===== src/verilog/prc_pkg.sv =====
// Package for the PLL reference input configuration block.
// Assumes an APB slave that has 32-bit data and holds one register in each aligned word.
package prc_pkg;

    ////////////////////////////////////////////////////////////////////////////
    // Register indices; byte address is four times the index
    localparam logic [7:0] PRC_IDX_STATUS_PIN_SEL = 8'h17;
    localparam logic [7:0] PRC_IDX_REF_MODE_CTL = 8'h1c;
    localparam logic [7:0] PRC_IDX_REF_PATH_CTL = 8'h1d;
    localparam logic [7:0] PRC_IDX_PLL_READBACK = 8'h1f;
    localparam int PRC_ADDR_W = 12;
    localparam int PRC_ADDR_SHIFT = 2;

    ////////////////////////////////////////////////////////////////////////////
    // Field positions of the reference input mode control register
    localparam int PRC_BIT_DIFF_MODE = 0;
    localparam int PRC_BIT_REF_A_EN = 1;
    localparam int PRC_BIT_REF_B_EN = 2;
    localparam int PRC_RSV_LO = 3;
    localparam int PRC_RSV_HI = 4;

    // Field positions of the reference path and status control register
    localparam int PRC_BIT_CFG_LOAD_OVR = 7;
    localparam int PRC_BIT_XTAL_AMP_EN = 6;
    localparam int PRC_BIT_DOUBLER_EN = 5;
    localparam int PRC_BIT_READBACK_FREEZE = 4;

    // Status pin selection field
    localparam int PRC_SEL_LO = 2;
    localparam int PRC_SEL_HI = 7;
    localparam int PRC_SEL_W = PRC_SEL_HI - PRC_SEL_LO + 1;

    ////////////////////////////////////////////////////////////////////////////
    // Reset values and the reserved-bit mask
    localparam logic [7:0] PRC_RST_REF_MODE_CTL = 8'h00;
    localparam logic [7:0] PRC_RST_REF_PATH_CTL = 8'h00;
    localparam logic [7:0] PRC_RST_STATUS_PIN_SEL = 8'h00;
    localparam logic [7:0] PRC_RST_READBACK = 8'h00;
    localparam logic [7:0] PRC_RSV_MASK = 8'he7;

endpackage


===== src/verilog/prc_ref_config.sv =====
// PLL reference input configuration register bank with APB access.
// Assumes an APB master on pclk; pll_status and status sources are synchronous to pclk.
// Register layout; the byte address is four times the word index
// Every register is eight bits wide, carried in pwdata[7:0] and prdata[7:0]
// Status pin select, index 0x17:
//   bits 7:2 - monitor signal routed to the status pin
//   bits 1:0 - stored and read back, no effect here
// Reference input mode control, index 0x1c:
//   bit 0    - differential reference mode
//   bit 1    - first single-ended input power
//   bit 2    - second single-ended input power
//   bits 4:3 - reserved, dropped on write and read as zero
//   bits 7:5 - stored and read back, no effect here
// Reference path and status control, index 0x1d:
//   bit 7    - load status override of the status pin
//   bit 6    - crystal maintaining amplifier enable
//   bit 5    - reference doubler enable
//   bit 4    - readback freeze
//   bits 3:0 - stored and read back, no effect here
// PLL status readback, index 0x1f:
//   read only; writes complete without effect
//   follows pll_status on every enabled cycle unless frozen
//
// Bus timing, one wait state on every transfer
//   setup cycle   - psel high, penable low
//   first access  - answer and error flag prepared at its closing edge
//   second access - pready high; the transfer completes at its closing edge
//   next cycle    - control outputs show a written value
// A read returns the readback value held in the first access cycle.
// Unmapped, misaligned or out-of-range addresses answer with pslverr and read zero.
// Writes need pstrb[0]; a write without it completes with no effect and no error.
// Bits 31:8 of the read data are always zero.
//
// Hazards and limits
//   ce low freezes every flop, including a transfer in flight and the status pin
//   the single-ended enables are not cleared in differential mode;
//   software must keep them clear before setting the mode bit
//   the status pin lags its source by one clock
//   a selection index beyond the source count drives the pin low
//   the override is clear after reset, so the selection drives the pin
//   the readback freezes on the edge at which the freeze bit is written
module prc_ref_config
    import prc_pkg::*;
#(
    // Number of monitor signals selectable onto the status pin
    parameter int SRC_COUNT = 64,
    // Width of the PLL status word
    parameter int STATUS_W = 8
) (
    // Clock, reset and enable
    input wire logic pclk,
    input wire logic presetn,
    input wire logic ce,
    // APB slave
    input wire logic psel,
    input wire logic penable,
    input wire logic pwrite,
    input wire logic [PRC_ADDR_W-1:0] paddr,
    input wire logic [31:0] pwdata,
    input wire logic [3:0] pstrb,
    output logic [31:0] prdata,
    output logic pready,
    output logic pslverr,
    // Status and monitor inputs
    input wire logic [STATUS_W-1:0] pll_status,
    input wire logic cfg_load_status,
    input wire logic [SRC_COUNT-1:0] status_sources,
    // Reference path controls and status pin
    output logic diff_ref_mode,
    output logic ref_input_a_en,
    output logic ref_input_b_en,
    output logic crystal_maintaining_amp_en,
    output logic ref_doubler_en,
    output logic status_pin
);

    // State of the bank apart from the status pin flop, which sits in prc_status_pin
    typedef struct packed {
        // Control registers
        logic [7:0] mode_ctl;
        logic [7:0] path_ctl;
        logic [7:0] pin_sel;
        // PLL status readback
        logic [STATUS_W-1:0] readback;
        // Bus answer
        logic ready;
        logic slverr;
        logic [7:0] rdata;
    } prc_state_type;

    // State and decode
    prc_state_type state_reg;
    prc_state_type state_next;
    logic access;
    logic [7:0] word_index;

    ////////////////////////////////////////////////////////////////////////////
    // Address decode: word index of the byte address
    function automatic logic [7:0] prc_index(input logic [PRC_ADDR_W-1:0] addr);
        logic [PRC_ADDR_W-1:0] idx;
        idx = addr >> PRC_ADDR_SHIFT;
        return idx[7:0];
    endfunction

    // Mapped: aligned, no address bit above the index, and one of the four words
    function automatic logic prc_mapped(input logic [PRC_ADDR_W-1:0] addr);
        logic [7:0] idx;
        idx = prc_index(addr);
        return (addr[PRC_ADDR_SHIFT-1:0] == '0) && ((addr >> (PRC_ADDR_SHIFT + $bits(idx))) == '0) &&
               (idx == PRC_IDX_STATUS_PIN_SEL || idx == PRC_IDX_REF_MODE_CTL ||
                idx == PRC_IDX_REF_PATH_CTL || idx == PRC_IDX_PLL_READBACK);
    endfunction

    // Read value of one word; anything unmapped reads zero
    function automatic logic [7:0] prc_read_word(input logic [7:0] idx, input prc_state_type st);
        logic [7:0] value;
        case (idx)
            PRC_IDX_STATUS_PIN_SEL: value = st.pin_sel;
            PRC_IDX_REF_MODE_CTL: value = st.mode_ctl;
            PRC_IDX_REF_PATH_CTL: value = st.path_ctl;
            PRC_IDX_PLL_READBACK: value = 8'(st.readback);
            default: value = 8'h00;
        endcase
        return value;
    endfunction

    // Access phase of a transfer and the word it names
    assign access = psel && penable;
    assign word_index = prc_index(paddr);

    ////////////////////////////////////////////////////////////////////////////
    // Bus slave, register writes and readback refresh
    always_comb begin
        state_next = state_reg;
        if (ce) begin
            // Readback follows the PLL unless frozen
            if (!state_reg.path_ctl[PRC_BIT_READBACK_FREEZE]) begin
                state_next.readback = pll_status;
            end
            if (access && !state_reg.ready) begin
                // First access cycle: prepare the answer, complete on the next edge
                state_next.ready = 1'b1;
                state_next.slverr = !prc_mapped(paddr);
                state_next.rdata = prc_read_word(word_index, state_reg);
                // Writes and unmapped reads answer zero
                if (pwrite || !prc_mapped(paddr)) begin
                    state_next.rdata = 8'h00;
                end
            end else if (access && state_reg.ready) begin
                // Completion edge: the write takes effect here only
                state_next.ready = 1'b0;
                state_next.slverr = 1'b0;
                if (pwrite && pstrb[0] && prc_mapped(paddr)) begin
                    // Readback word takes no write
                    case (word_index)
                        PRC_IDX_STATUS_PIN_SEL: state_next.pin_sel = pwdata[7:0];
                        PRC_IDX_REF_MODE_CTL: state_next.mode_ctl = pwdata[7:0] & PRC_RSV_MASK;
                        PRC_IDX_REF_PATH_CTL: state_next.path_ctl = pwdata[7:0];
                        default: state_next.mode_ctl = state_reg.mode_ctl;
                    endcase
                end
            end else begin
                // Idle or setup cycle: no answer pending
                state_next.ready = 1'b0;
                state_next.slverr = 1'b0;
            end
        end
    end

    // State register
    always_ff @(posedge pclk or negedge presetn) begin
        if (!presetn) begin
            // Registers take their reset values, no answer pending
            state_reg.mode_ctl <= PRC_RST_REF_MODE_CTL;
            state_reg.path_ctl <= PRC_RST_REF_PATH_CTL;
            state_reg.pin_sel <= PRC_RST_STATUS_PIN_SEL;
            state_reg.readback <= STATUS_W'(PRC_RST_READBACK);
            state_reg.ready <= 1'b0;
            state_reg.slverr <= 1'b0;
            state_reg.rdata <= 8'h00;
        end else begin
            state_reg <= state_next;
        end
    end

    ////////////////////////////////////////////////////////////////////////////
    // Status pin selection with override
    prc_status_pin #(
        .SRC_COUNT(SRC_COUNT)
    ) u_status_pin (
        .pclk(pclk),
        .presetn(presetn),
        .ce(ce),
        .cfg_load_override(state_reg.path_ctl[PRC_BIT_CFG_LOAD_OVR]),
        .pin_select(state_reg.pin_sel[PRC_SEL_HI:PRC_SEL_LO]),
        .cfg_load_status(cfg_load_status),
        .status_sources(status_sources),
        .status_pin(status_pin)
    );

    ////////////////////////////////////////////////////////////////////////////
    // Bus outputs straight from the registers
    assign prdata = {24'h000000, state_reg.rdata};
    assign pready = state_reg.ready;
    assign pslverr = state_reg.slverr;

    // Reference path controls
    assign diff_ref_mode = state_reg.mode_ctl[PRC_BIT_DIFF_MODE];
    assign ref_input_a_en = state_reg.mode_ctl[PRC_BIT_REF_A_EN];
    assign ref_input_b_en = state_reg.mode_ctl[PRC_BIT_REF_B_EN];
    assign crystal_maintaining_amp_en = state_reg.path_ctl[PRC_BIT_XTAL_AMP_EN];
    assign ref_doubler_en = state_reg.path_ctl[PRC_BIT_DOUBLER_EN];

endmodule


===== src/verilog/prc_status_pin.sv =====
// Status pin selector: picks one monitor signal, or the configuration-load status when overridden.
// Assumes the monitor signals and the load status are synchronous to pclk.
module prc_status_pin
    import prc_pkg::*;
#(
    parameter int SRC_COUNT = 64
) (
    input wire logic pclk,
    input wire logic presetn,
    input wire logic ce,
    input wire logic cfg_load_override,
    input wire logic [PRC_SEL_W-1:0] pin_select,
    input wire logic cfg_load_status,
    input wire logic [SRC_COUNT-1:0] status_sources,
    output logic status_pin
);

    typedef struct packed {
        logic pin;
    } prc_pin_state_type;

    prc_pin_state_type state_reg;
    prc_pin_state_type state_next;

    ////////////////////////////////////////////////////////////////////////////
    // Override beats the selection field
    always_comb begin
        state_next = state_reg;
        if (ce) begin
            if (cfg_load_override) begin
                state_next.pin = cfg_load_status;
            end else if (int'(pin_select) < SRC_COUNT) begin
                state_next.pin = status_sources[pin_select];
            end else begin
                state_next.pin = 1'b0;
            end
        end
    end

    // State register
    always_ff @(posedge pclk or negedge presetn) begin
        if (!presetn) begin
            state_reg <= '0;
        end else begin
            state_reg <= state_next;
        end
    end

    assign status_pin = state_reg.pin;

endmodule

===== config.mk =====
export PLATFORM = sky130hd
export DESIGN_NAME = prc_ref_config
export DESIGN_NICKNAME = d
export VERILOG_FILES = /design/src/verilog/prc_pkg.sv /design/src/verilog/prc_ref_config.sv /design/src/verilog/prc_status_pin.sv
export SDC_FILE = /design/constraint.sdc
export NUM_CORES = 1
export LEC_CHECK = 0
export ABC_CLOCK_PERIOD_IN_PS = 2600
export BUFFER_PORTS_ARGS = -buffer_cell sky130_fd_sc_hd__buf_2
export CAP_MARGIN = 10
export CORE_UTILIZATION = 35
export DETAILED_ROUTE_END_ITERATION = 12
export GPL_TIMING_DRIVEN = 0
export PLACE_DENSITY = 0.68
export SYNTH_ARGS = -nofsm -noshare
export SYNTH_HDL_FRONTEND = slang
export SYNTH_SLANG_ARGS = --single-unit

===== constraint.sdc =====
create_clock -name pclk -period 2.6 [get_ports pclk]
set_clock_uncertainty 0.05 [all_clocks]
set_input_delay 0.52 -clock pclk [delete_from_list [all_inputs] [get_ports pclk]]
set_output_delay 0.52 -clock pclk [all_outputs]
set_load 0.005 [all_outputs]

After elaboration in Yosys (flattened, before gate mapping):

Cells that the tools add are included.

* magnitude comparators: 1
* equal/unequal tests: 4
* multiplexer cells: 6
* bitwise logic cells: 2
* reductions and logical operators: 20

Operator list (number)
* equality test 8 x 5 -> 1 bit (second input constant): 4
* case mux 8 bit (4 select lines): 1
* AND reduction 5 bit: 3
* zero test 12 bit: 1
* two-way mux 8 bit: 1
* logical AND 1 bit: 7
* less-than comparator 6 x 7 -> 1 bit (second input constant): 1
* binary-select mux 1 bit (select 6 bit): 1
* logical OR 1 bit: 4
* AND reduction 2 bit: 2
* zero test 1 bit: 2
* zero test 2 bit: 1
* two-way mux 1 bit: 2
* two-way mux 2 bit: 1
* inverter 1 bit: 2

* bits in registers: 41
* input port bits: 127
* output and inout port bits: 40
* logic and storage cells: 41

Depth between registers and ports, before layout:

Gate-level depths: netlist of the first run.

* word-level depth: 8
* depth in mapped cells: 7
* gate-level depth less buffers: 5

By module:

A second synthesis of the first run with hierarchy kept.

* cells, all modules: 244
* area, all modules: 2844.0 um^2

Modules (own cells, without submodules)
* prc_ref_config: instances 1, cells each 181, area an instance 2167.1 um^2, sequential area each 1001.0 um^2
* prc_status_pin: instances 1, cells each 63, area an instance 676.9 um^2, sequential area each 25.0 um^2

Worst setup path after synthesis of the first run:

No wires, ideal clock.

* path kind: input to register
* start point: input port paddr[7]
* end point: register state_reg, in the netlist crystal_maintaining_amp_en
* library setup time: 125 ps
* arrival: 2164 ps
* required time: 2425 ps
* setup slack: 261 ps
* stages on the path: 6
* path buffers: 1
* cell sequence: nor4b_2 > nand2_1 > nor3_1 > and2b_2 > buf_4 > mux2_2

* longest elaborated chain between the ends: 7
* elaborated cells between the ends (all ways): 10
* classes of those cells: eq/ne (4); reduce/logical (6)

RTL lines
* start, declared: line prc_ref_config.sv:58 `input wire logic [PRC_ADDR_W-1:0] paddr,`
* equality test 8 x 5 -> 1 bit: line prc_ref_config.sv:110 `(idx == PRC_IDX_STATUS_PIN_SEL || idx == PRC_IDX_REF_MODE_CTL ||`
* logical OR 1 bit (2 in a row): line prc_ref_config.sv:110
* logical OR 1 bit: line prc_ref_config.sv:111 `idx == PRC_IDX_REF_PATH_CTL || idx == PRC_IDX_PLL_READBACK);`
* logical AND 1 bit: line prc_ref_config.sv:109 `return (addr[PRC_ADDR_SHIFT-1:0] == '0) && ((addr >> (PRC_ADDR_SHIFT + $bits(idx))) == '0) &&`
* logical AND 1 bit: line prc_ref_config.sv:153 `if (pwrite && pstrb[0] && prc_mapped(paddr)) begin`
* AND reduction 5 bit (no source line) *
* end signal, assigned: line prc_ref_config.sv:182 `state_reg <= state_next;`
* end, declared: line prc_ref_config.sv:92 `prc_state_type state_reg;`

Every way passes the cells marked *; elsewhere a longest branch is shown, timed or not.
A chain may end at the register's enable or synchronous reset.

Worst setup path after layout of the first run:

* start point: register state_reg[20] (netlist name)
* end point: register u_status_pin.state_reg, in the netlist u_status_pin.status_pin

* longest elaborated chain between the ends: 3

RTL lines
* binary-select mux 1 bit (select 6 bit): line prc_status_pin.sv:33 `state_next.pin = status_sources[pin_select];`
* two-way mux 1 bit (not written as such): line prc_status_pin.sv:33
* two-way mux 1 bit: line prc_status_pin.sv:30 `if (cfg_load_override) begin`
* end signal, assigned: line prc_status_pin.sv:45 `state_reg <= state_next;`
* end, declared: line prc_status_pin.sv:22 `prc_pin_state_type state_reg;`

Every way passes these cells. The select of a mux whose other input is x is not followed.

==> results of run 1 <==
## area by class of cell
| cell class | count | area share |
|---|---|---|
| multi-input cells | 147 | 0.381 |
| flip-flops and latches | 41 | 0.290 |
| repair buffers | 115 | 0.163 |
| plain buffers | 45 | 0.0903 |
| well taps | 99 | 0.0351 |
| clock buffers | 7 | 0.0244 |
| clock inverters | 1 | 0.00850 |
| inverters | 7 | 0.00744 |
## worst min-delay path by stage
stage | from | end | slack, ns | depth (start not counted)
final | presetn | prdata[7]$_DFFE_PN0P_ | 0.30 | 1
after global routing | presetn | state_reg[14]$_DFFE_PN0P_ | 0.38 | 1
after global placement | prdata[5]$_DFFE_PN0P_ | prdata[5]$_DFFE_PN0P_ | 0.42 | 2
after CTS | presetn | prdata[2]$_DFFE_PN0P_ | 0.34 | 1
after floorplan | presetn | crystal_maintaining_amp_en$_DFFE_PN0P_ | 0.17 | 0
after detailed placement | prdata[6]$_DFFE_PN0P_ | prdata[6]$_DFFE_PN0P_ | 0.42 | 2
## cells in the final DEF (no fill, tap or decap), types with 6 or more instances in the layout
cell,count
buf_2,116
dfrtp_1,41
buf_4,37
mux2_2,32
conb_1,24
mux4_2,16
nand2_1,14
o21ai_0,9
inv_1,7
nand3_1,6
a22o_2,6
a222oi_1,6
clkbuf_8,6
## per-layer routing
| layer | up-vias | track usage | part of all wire |
|---|---|---|---|
| met5 | - | 0 | 0 |
| met1 | 1035 | 0.252 | 0.43 |
| met2 | 98 | 0.275 | 0.50 |
| met3 | 7 | 0.0345 | 0.062 |
| li1 | 1047 | - | - |
| met4 | 0 | 0.0704 | 0.012 |
## stage by stage
step                setup TNS, ns  setup WS [ns]  hold WS (ns)  cell area, sq um
global placement            -4.22         -0.321         0.417              3400
detailed placement          -4.48         -0.317         0.423              3400
floorplan                       0          0.261         0.174              2710
finish                          0          0.168         0.303              3530
CTS                             0          0.152         0.337              3530
global route                    0         0.0110         0.385              3530
## cells by family after synthesis
kind of cell / after synthesis / synth area share
AOI/OAI and AO/OA: 35 / 0.108
buffers and inverters: 52 / 0.131
DFF: 41 / 0.392
muxes: 48 / 0.275
other: 1 / 0.00143
and+or+nand+nor: 40 / 0.0917
## critical path, cell delays in order, from the launching register on
cell and delay [ns]:
dfrtp_1 0.32, buf_2 0.29, buf_4 0.28, mux4_2 0.53, a22oi_1 0.19, a311oi_1 0.12, o41ai_1 0.37, a31oi_1 0.14
## power by group through the flow
| stage | registers [W] | logic (W) | clock network (W) |
|---|---|---|---|
| global placement | 0.000675 | 0.000200 | 0 |
| finish | 0.000663 | 0.000205 | 0.000535 |
| global route | 0.000666 | 0.000231 | 0.000572 |
| detailed placement | 0.000676 | 0.000205 | 0 |
| floorplan | 0.000673 | 0.0000949 | 0 |
| CTS | 0.000663 | 0.000206 | 0.000552 |
## timing repair
item	in CTS	in global routing
setup endpoints to repair	1	9
cloned	0	0
gates resized for setup	1	3
hold endpoints to repair	0	0
buffers inserted	0	0
==> results.yml, run 1 <==
worst_setup_path:
  cp.arrival_ns: 2.55
  path_max_fanout: 10
  cp-start-kind: "register"
  r2r_cells: 7
  r2r-start: "state_reg[20]$_DFFE_PN0P_"
  required_ns: 2.72
  r2r_setup_slack_ns: 0.17
  worstSetupStartpoint: "state_reg[20]$_DFFE_PN0P_"
  critPathCapture: "u_status_pin.status_pin$_DFFE_PN0P_"
  critical_path_class: "reg -> reg"
  end_kind: "register"
  r2r_end: "u_status_pin.status_pin$_DFFE_PN0P_"
power_and_ir_drop:
  power_frac_seq: 0.472
  power_density_mw_per_mm2: 397
  peakVddDrop_mv: 0.186
  p_sw_w: 0.000315
  power_frac_comb: 0.146
  pwr-share-clk: 0.381
  swShare: 0.225
  leakagePower_nw: 1.78
  report.power.total_w: 0.00140
  power.internal_w: 0.00109
global_route:
  grt_overflow_total: 0
  grt_util_all_layers: 0.180
  grt_max_degree: 42
  antenna_found_initial: 0
  grt_pass1_vias: 2032
  grt_pass1_wl_um: 10300
logic_synthesis:
  ys.flop_type: "dfrtp_1"
  syn-cell-area_sq_mm: 0.00262
  syn_area_per_cell_sq_um: 12.1
  synth_warnings: 0
  yosysSeqAreaShare: 0.392
  synth_seq_cells: 41
  syn_inst: 217
  synthTopCellsByArea: "dfrtp_1, mux2_2, mux4_2"
  netlist.area_leader.share: 0.392
  synthArstFlopShare: 1.00
  synth.distinct_cells: 36
  synth_common_cells: "dfrtp_1, buf_4, mux2_2"
  yosys.area.top_type: "dfrtp_1"
  synth_edf_count: 0
  yosysMostFrequentCell: "dfrtp_1"
timing:
  finalCriticalPeriod_ns: 2.43
  setup_violations: 0
  tightest_slew_ns: 0.921
  maxSlewViolCount: 0
  fmax_mhz: 411
  rsz0062_at_grt: "no"
  hold_violations: 0
  slew_headroom: 0.386
  finalCritPeriodShare: 0.935
floorplanning:
  pin_count: 167
  placeableCoreArea_sq_mm: 0.00725
  start_util: 0.361
  num_rows: 31
  die_w_um: 88.5
  dieArea_sq_mm: 0.00783
  die_h_um: 88.5
finish:
  instances_no_fill: 462
  regArea_sq_mm: 0.00103
  largest_reg_flops: 25
  multi_input_comb_area_sq_mm: 0.00135
  areaGrowthSynthToFinish_pct: 34.9
  diodes: 0
  postLayoutCoreUtil: 0.487
  fillers: 697
  layout-drive-gt1-share: 0.623
  nets: 489
cts:
  cts_buffer_depth: 2
  h-tree-depth: 2
  ctsHoldBuffers: 0
  cts.sinks: 41
  numCtsBuffers: 5
  cts_root_buffer: "clkbuf_8"
  clk_pin_slew_ns: 0.08
  clk_latency_ns: 0.30
  cts_tree: "done"
placement:
  dpl.cell_count: 454
  place_congestion: 0.756
  port_buffers: 115
  dp.final_hpwl_um: 5480
drt:
  ant_nets: 0
  num_vias: 2187
  drt_wl_total_um: 6950
  route.detailed.drc: 0
  wl_per_cell_um: 15.0
  drt-initial-drc-count: 137
  drt_pass1_iterations: 5
  via_per_inst: 4.73
job:
  drv_cap: 0
status:
  status: "finished clean"
worst_hold_path:
  hold_class: "in -> async"
Note: power is estimated with default switching activity, not from simulation.
==> run 2: changes to the inputs <==
ABC_CLOCK_PERIOD_IN_PS = 2500   (was 2600)
clock period = 2.5 ns   (was 2.6 ns; I/O delays follow)
==> results.yml, run 2 (synthesis results as in run 1) <==
timing:
  slew_headroom: 0.385
  hold_violations: 0
  holdWs_ns: 0.283
  fmax_mhz: 419
  setup_tns_ns: 0
  setup_violations: 0
  tightest_slew_ns: 0.923
  maxSlewViolCount: 0
  finalCritPeriodShare: 0.954
  finalCriticalPeriod_ns: 2.38
cts:
  clk_latency_ns: 0.30
  clk_pin_slew_ns: 0.08
  cts_buffer_depth: 2
  cts.sinks: 41
  cts_tree: "done"
  numCtsBuffers: 5
  h-tree-depth: 2
  cts_root_buffer: "clkbuf_8"
worst_setup_path:
  critical-path-max-stage-delay_ns: 0.46
  r2r-start: "state_reg[20]$_DFFE_PN0P_"
  path_depth: 6
  cp-start-kind: "primary input"
  crit_slowest_cell: "or3_4"
  required_ns: 2.63
  path_max_fanout: 6
  r2r_cells: 7
  worstSetupStartpoint: "paddr[7]"
  r2r_end: "u_status_pin.status_pin$_DFFE_PN0P_"
  end_kind: "register"
  cp.arrival_ns: 2.52
  critical_path_class: "in -> reg"
  critical_path.cell_chain: "buf_2 > nor4b_2 > o2111ai_2 > or3_4 > nor4_4 > mux2_2"
  r2r_setup_slack_ns: 0.16
  path_buf_inv: 1
  critPathCapture: "diff_ref_mode$_DFFE_PN0P_"
  critical_path.top_delay_family: "simple AND/OR/NAND/NOR gates"
finish:
  layout_commonest_cell: "buf_2"
  nets: 489
  final_area_sq_mm: 0.00354
  areaGrowthSynthToFinish_pct: 35.2
  instances_no_fill: 462
  diodes: 0
  layout-drive-gt1-share: 0.625
  final_cell_mix: "buf_2, dfrtp_1, buf_4"
  largest_reg_flops: 25
drt:
  drt_wl_total_um: 7150
  num_vias: 2228
  wl_per_cell_um: 15.5
  ant_nets: 0
  via_per_inst: 4.82
  drt-initial-drc-count: 188
  route.detailed.drc: 0
  drt_pass1_iterations: 5
job:
  drv_cap: 0
placement:
  dp.final_hpwl_um: 5480
  port_buffers: 115
  place_congestion: 0.756
  post_dp_cell_area_sq_mm: 0.00340
  dpl.cell_count: 454
power_and_ir_drop:
  swShare: 0.226
  power_density_mw_per_mm2: 413
  leakagePower_nw: 1.79
  report.power.total_w: 0.00146
  pwr-share-clk: 0.381
  power.internal_w: 0.00113
  peakVddDrop_mv: 0.193
  power_frac_seq: 0.472
  p_sw_w: 0.000330
  power_frac_comb: 0.147
floorplanning:
  placeableCoreArea_sq_mm: 0.00725
  start_util: 0.361
  dieArea_sq_mm: 0.00783
  pin_count: 167
  num_rows: 31
  die_w_um: 88.5
  die_h_um: 88.5
global_route:
  grt_util_all_layers: 0.180
  grt_overflow_total: 0
  grt_pass1_wl_um: 10300
  grt_max_degree: 42
  antenna_found_initial: 0
  grt_pass1_vias: 2032
status:
  status: "finished clean"
worst_hold_path:
  hold_class: "in -> async"
==> run 2: cell counts in the layout (fill, tap and decap cells not counted) <==
Identical to the previous run, type by type.
==> run 2: how the worst min path moves through the flow <==
stage | startpoint | end | slack, ns | cells after the start
final | presetn | prdata[7]$_DFFE_PN0P_ | 0.28 | 1
after global routing | presetn | state_reg[14]$_DFFE_PN0P_ | 0.36 | 1
after CTS | presetn | prdata[2]$_DFFE_PN0P_ | 0.32 | 1
after detailed placement | prdata[6]$_DFFE_PN0P_ | prdata[6]$_DFFE_PN0P_ | 0.42 | 2
after global placement | prdata[5]$_DFFE_PN0P_ | prdata[5]$_DFFE_PN0P_ | 0.42 | 2
after floorplan | presetn | crystal_maintaining_amp_en$_DFFE_PN0P_ | 0.15 | 0
==> run 2: per-stage QoR <==
stage          setup WS [ns]  utilization
2_1_floorplan          0.181            -
3_3_place_gp          -0.401        0.469
3_5_place_dp          -0.397        0.469
4_1_cts               0.0524        0.486
5_1_grt              -0.0181        0.488
6_report               0.116        0.488
==> run 2: final cells by class <==
class / instances / area, sq um
plain buffers: 45 / 319
clock buffers: 7 / 86.3
clock inverters: 1 / 30.0
fillers: 697 / 3710
inverters: 7 / 26.3
multi-input cells: 147 / 1350
flip-flops and latches: 41 / 1030
well taps: 99 / 124
repair buffers: 115 / 576
==> run 2: repair_timing <==
action | in CTS | in global routing
hold buffers | 0 | 0
gates resized for setup | 1 | 4
endpoints found under the setup margin | 8 | 9
buffers inserted | 0 | 0
==> run 2: per-layer routing <==
layer  global-route usage  share of wire
met4               0.0704          0.014
met3               0.0345          0.067
met2                0.275           0.49
met1                0.252           0.43
met5                    0              0
==> run 2: power groups by stage <==
stage | combinational, W | clock (W) | sequential, W
final | 0.000215 | 0.000557 | 0.000689
after global routing | 0.000241 | 0.000595 | 0.000692
after CTS | 0.000214 | 0.000574 | 0.000689
after detailed placement | 0.000213 | 0 | 0.000703
after global placement | 0.000208 | 0 | 0.000702
after floorplan | 0.0000987 | 0 | 0.000700
==> run 3: changes to the inputs <==
CELL_PAD_IN_SITES_DETAIL_PLACEMENT = 1   (was unset)
CELL_PAD_IN_SITES_GLOBAL_PLACEMENT = 1   (was unset)
CORE_UTILIZATION = 31   (was 35)
PLACE_DENSITY = unset   (was 0.68)
PLACE_DENSITY_LB_ADDON = 0.1   (was unset)
==> results.yml, run 3 (synthesis results as in run 1) <==
global_route:
  use_met1: 0.222
  grt_pass1_vias: 2207
  grt_util_all_layers: 0.167
  grt_max_degree: 42
  grtUsageMet2: 0.281
  grt-busiest-layer: "met2"
  antenna_found_initial: 0
  grt.met3_usage: 0.0283
  grt_overflow_total: 0
  grt_pass1_wl_um: 11100
worst_setup_path:
  cp-start-kind: "register"
  end_kind: "register"
  required_ns: 2.61
  r2r_setup_slack_ns: 0.13
  critical_path_class: "reg -> reg"
  path_max_fanout: 10
  cp.arrival_ns: 2.49
floorplanning:
  start_util: 0.320
  placeableCoreArea_sq_mm: 0.00818
  die_w_um: 93.9
  die_h_um: 93.9
  num_rows: 33
  pin_count: 167
  dieArea_sq_mm: 0.00882
placement:
  port_buffers: 115
  place_congestion: 0.721
  dp.final_hpwl_um: 5730
  post_dp_cell_area_sq_mm: 0.00341
finish:
  fillers: 960
  areaGrowthSynthToFinish_pct: 35.1
  final_cell_mix: "buf_2, dfrtp_1, buf_4"
  nets: 490
  diodes: 0
  layout_commonest_cell: "buf_2"
  postLayoutCoreUtil: 0.433
  final_area_sq_mm: 0.00354
  layout-drive-gt1-share: 0.624
  largest_reg_flops: 25
timing:
  slew_headroom: 0.390
  setup_violations: 0
  finalCriticalPeriod_ns: 2.37
  maxSlewViolCount: 0
  rsz0062_at_grt: "yes"
  fmax_mhz: 422
  hold_violations: 0
  tightest_slew_ns: 0.916
  finalCritPeriodShare: 0.948
cts:
  ctsHoldBuffers: 0
  numCtsBuffers: 5
  clk_latency_ns: 0.29
  cts.sinks: 41
  cts_tree: "done"
  h-tree-depth: 2
  cts_buffer_depth: 2
  clk_pin_slew_ns: 0.08
  cts_root_buffer: "clkbuf_8"
drt:
  drt_wl_total_um: 7170
  ant_nets: 0
  drt_pass1_iterations: 6
  wl_per_cell_um: 15.3
  num_vias: 2223
  via_per_inst: 4.74
  drt-initial-drc-count: 40
  route.detailed.drc: 0
job:
  drv_cap: 0
power_and_ir_drop:
  leakagePower_nw: 1.79
  power_density_mw_per_mm2: 373
  peakVddDrop_mv: 0.238
worst_hold_path:
  hold_class: "in -> async"
status:
  status: "finished clean"
-- run 3: cell count changes in the layout (fill, tap and decap cells not counted), sizes merged --
cell    before  now
clkinv       0    2
bufinv       1    0
-- run 3: metrics by stage --
step	setup WS (ns)	instances	TNS [ns]	total power, W	hold slack (ns)
after floorplan	0.181	240	0	0.000799	0.154
after global placement	-0.399	460	-6.71	0.000912	0.415
after detailed placement	-0.451	460	-8.31	0.000917	0.426
after CTS	0.00974	468	0	0.00134	0.322
after global routing	-0.0346	469	-0.0346	0.00139	0.352
final	0.129	469	0	0.00132	0.285
-- run 3: worst paths after layout --
| check | startpoint | endpoint | cells after the start |
|---|---|---|---|
| max | state_reg[21]$_DFFE_PN0P_ | u_status_pin.status_pin$_DFFE_PN0P_ | 7 |
| min | presetn | ref_input_a_en$_DFFE_PN0P_ | 1 |
| max reg2reg | state_reg[21]$_DFFE_PN0P_ | u_status_pin.status_pin$_DFFE_PN0P_ | 7 |
| min reg2reg | prdata[5]$_DFFE_PN0P_ | prdata[5]$_DFFE_PN0P_ | 2 |
| max in group asynchronous | presetn | prdata[6]$_DFFE_PN0P_ | 1 |
| min in group pclk | pll_status[6] | state_reg[16]$_DFFE_PN0P_ | 2 |
-- run 3: worst max-delay path, cell delays in order (launching register included) --
cell and delay (ns):
dfrtp_1 0.32, clkbuf_2 0.25, clkbuf_1 0.48, mux4_2 0.39, nand3_1 0.09, a311oi_1 0.11
o41ai_2 0.43, a31oi_1 0.13
-- run 3: area by class of cell --
| class | instances | area (sq um) | share of cell area |
|---|---|---|---|
| tap | 105 | 131 | 0.0371 |
| clock inverter | 2 | 10.0 | 0.00283 |
| sequential | 41 | 1030 | 0.290 |
| multi-input combinational | 147 | 1370 | 0.387 |
| inverter | 7 | 26.3 | 0.00743 |
| clock buffer | 6 | 72.6 | 0.0205 |
| buffer | 45 | 320 | 0.0905 |
| timing repair buffer | 116 | 583 | 0.165 |
-- run 3: where the power goes --
part	total (W)	internal (W)	switching [W]	leakage (nW)
combinational	0.000216	0.000127	0.0000885	1.19
clock	0.000415	0.000194	0.000222	0.0450
sequential	0.000690	0.000680	0.0000103	0.550
-- run 3: timing repair --
action,in CTS,in global routing
endpoints found under the setup margin,16,17
setup buffers,0,1
gates resized for setup,2,4
pin swaps,0,1
gates cloned,0,0
-- run 3: metal layers --
layer  up-vias  wire length [um]  part of all wire
li1       1054                 -                 -
met1      1089              3210              0.45
met2        75              3540              0.49
met3         5               365             0.051
met4         0                48            0.0067
met5         -                 0                 0
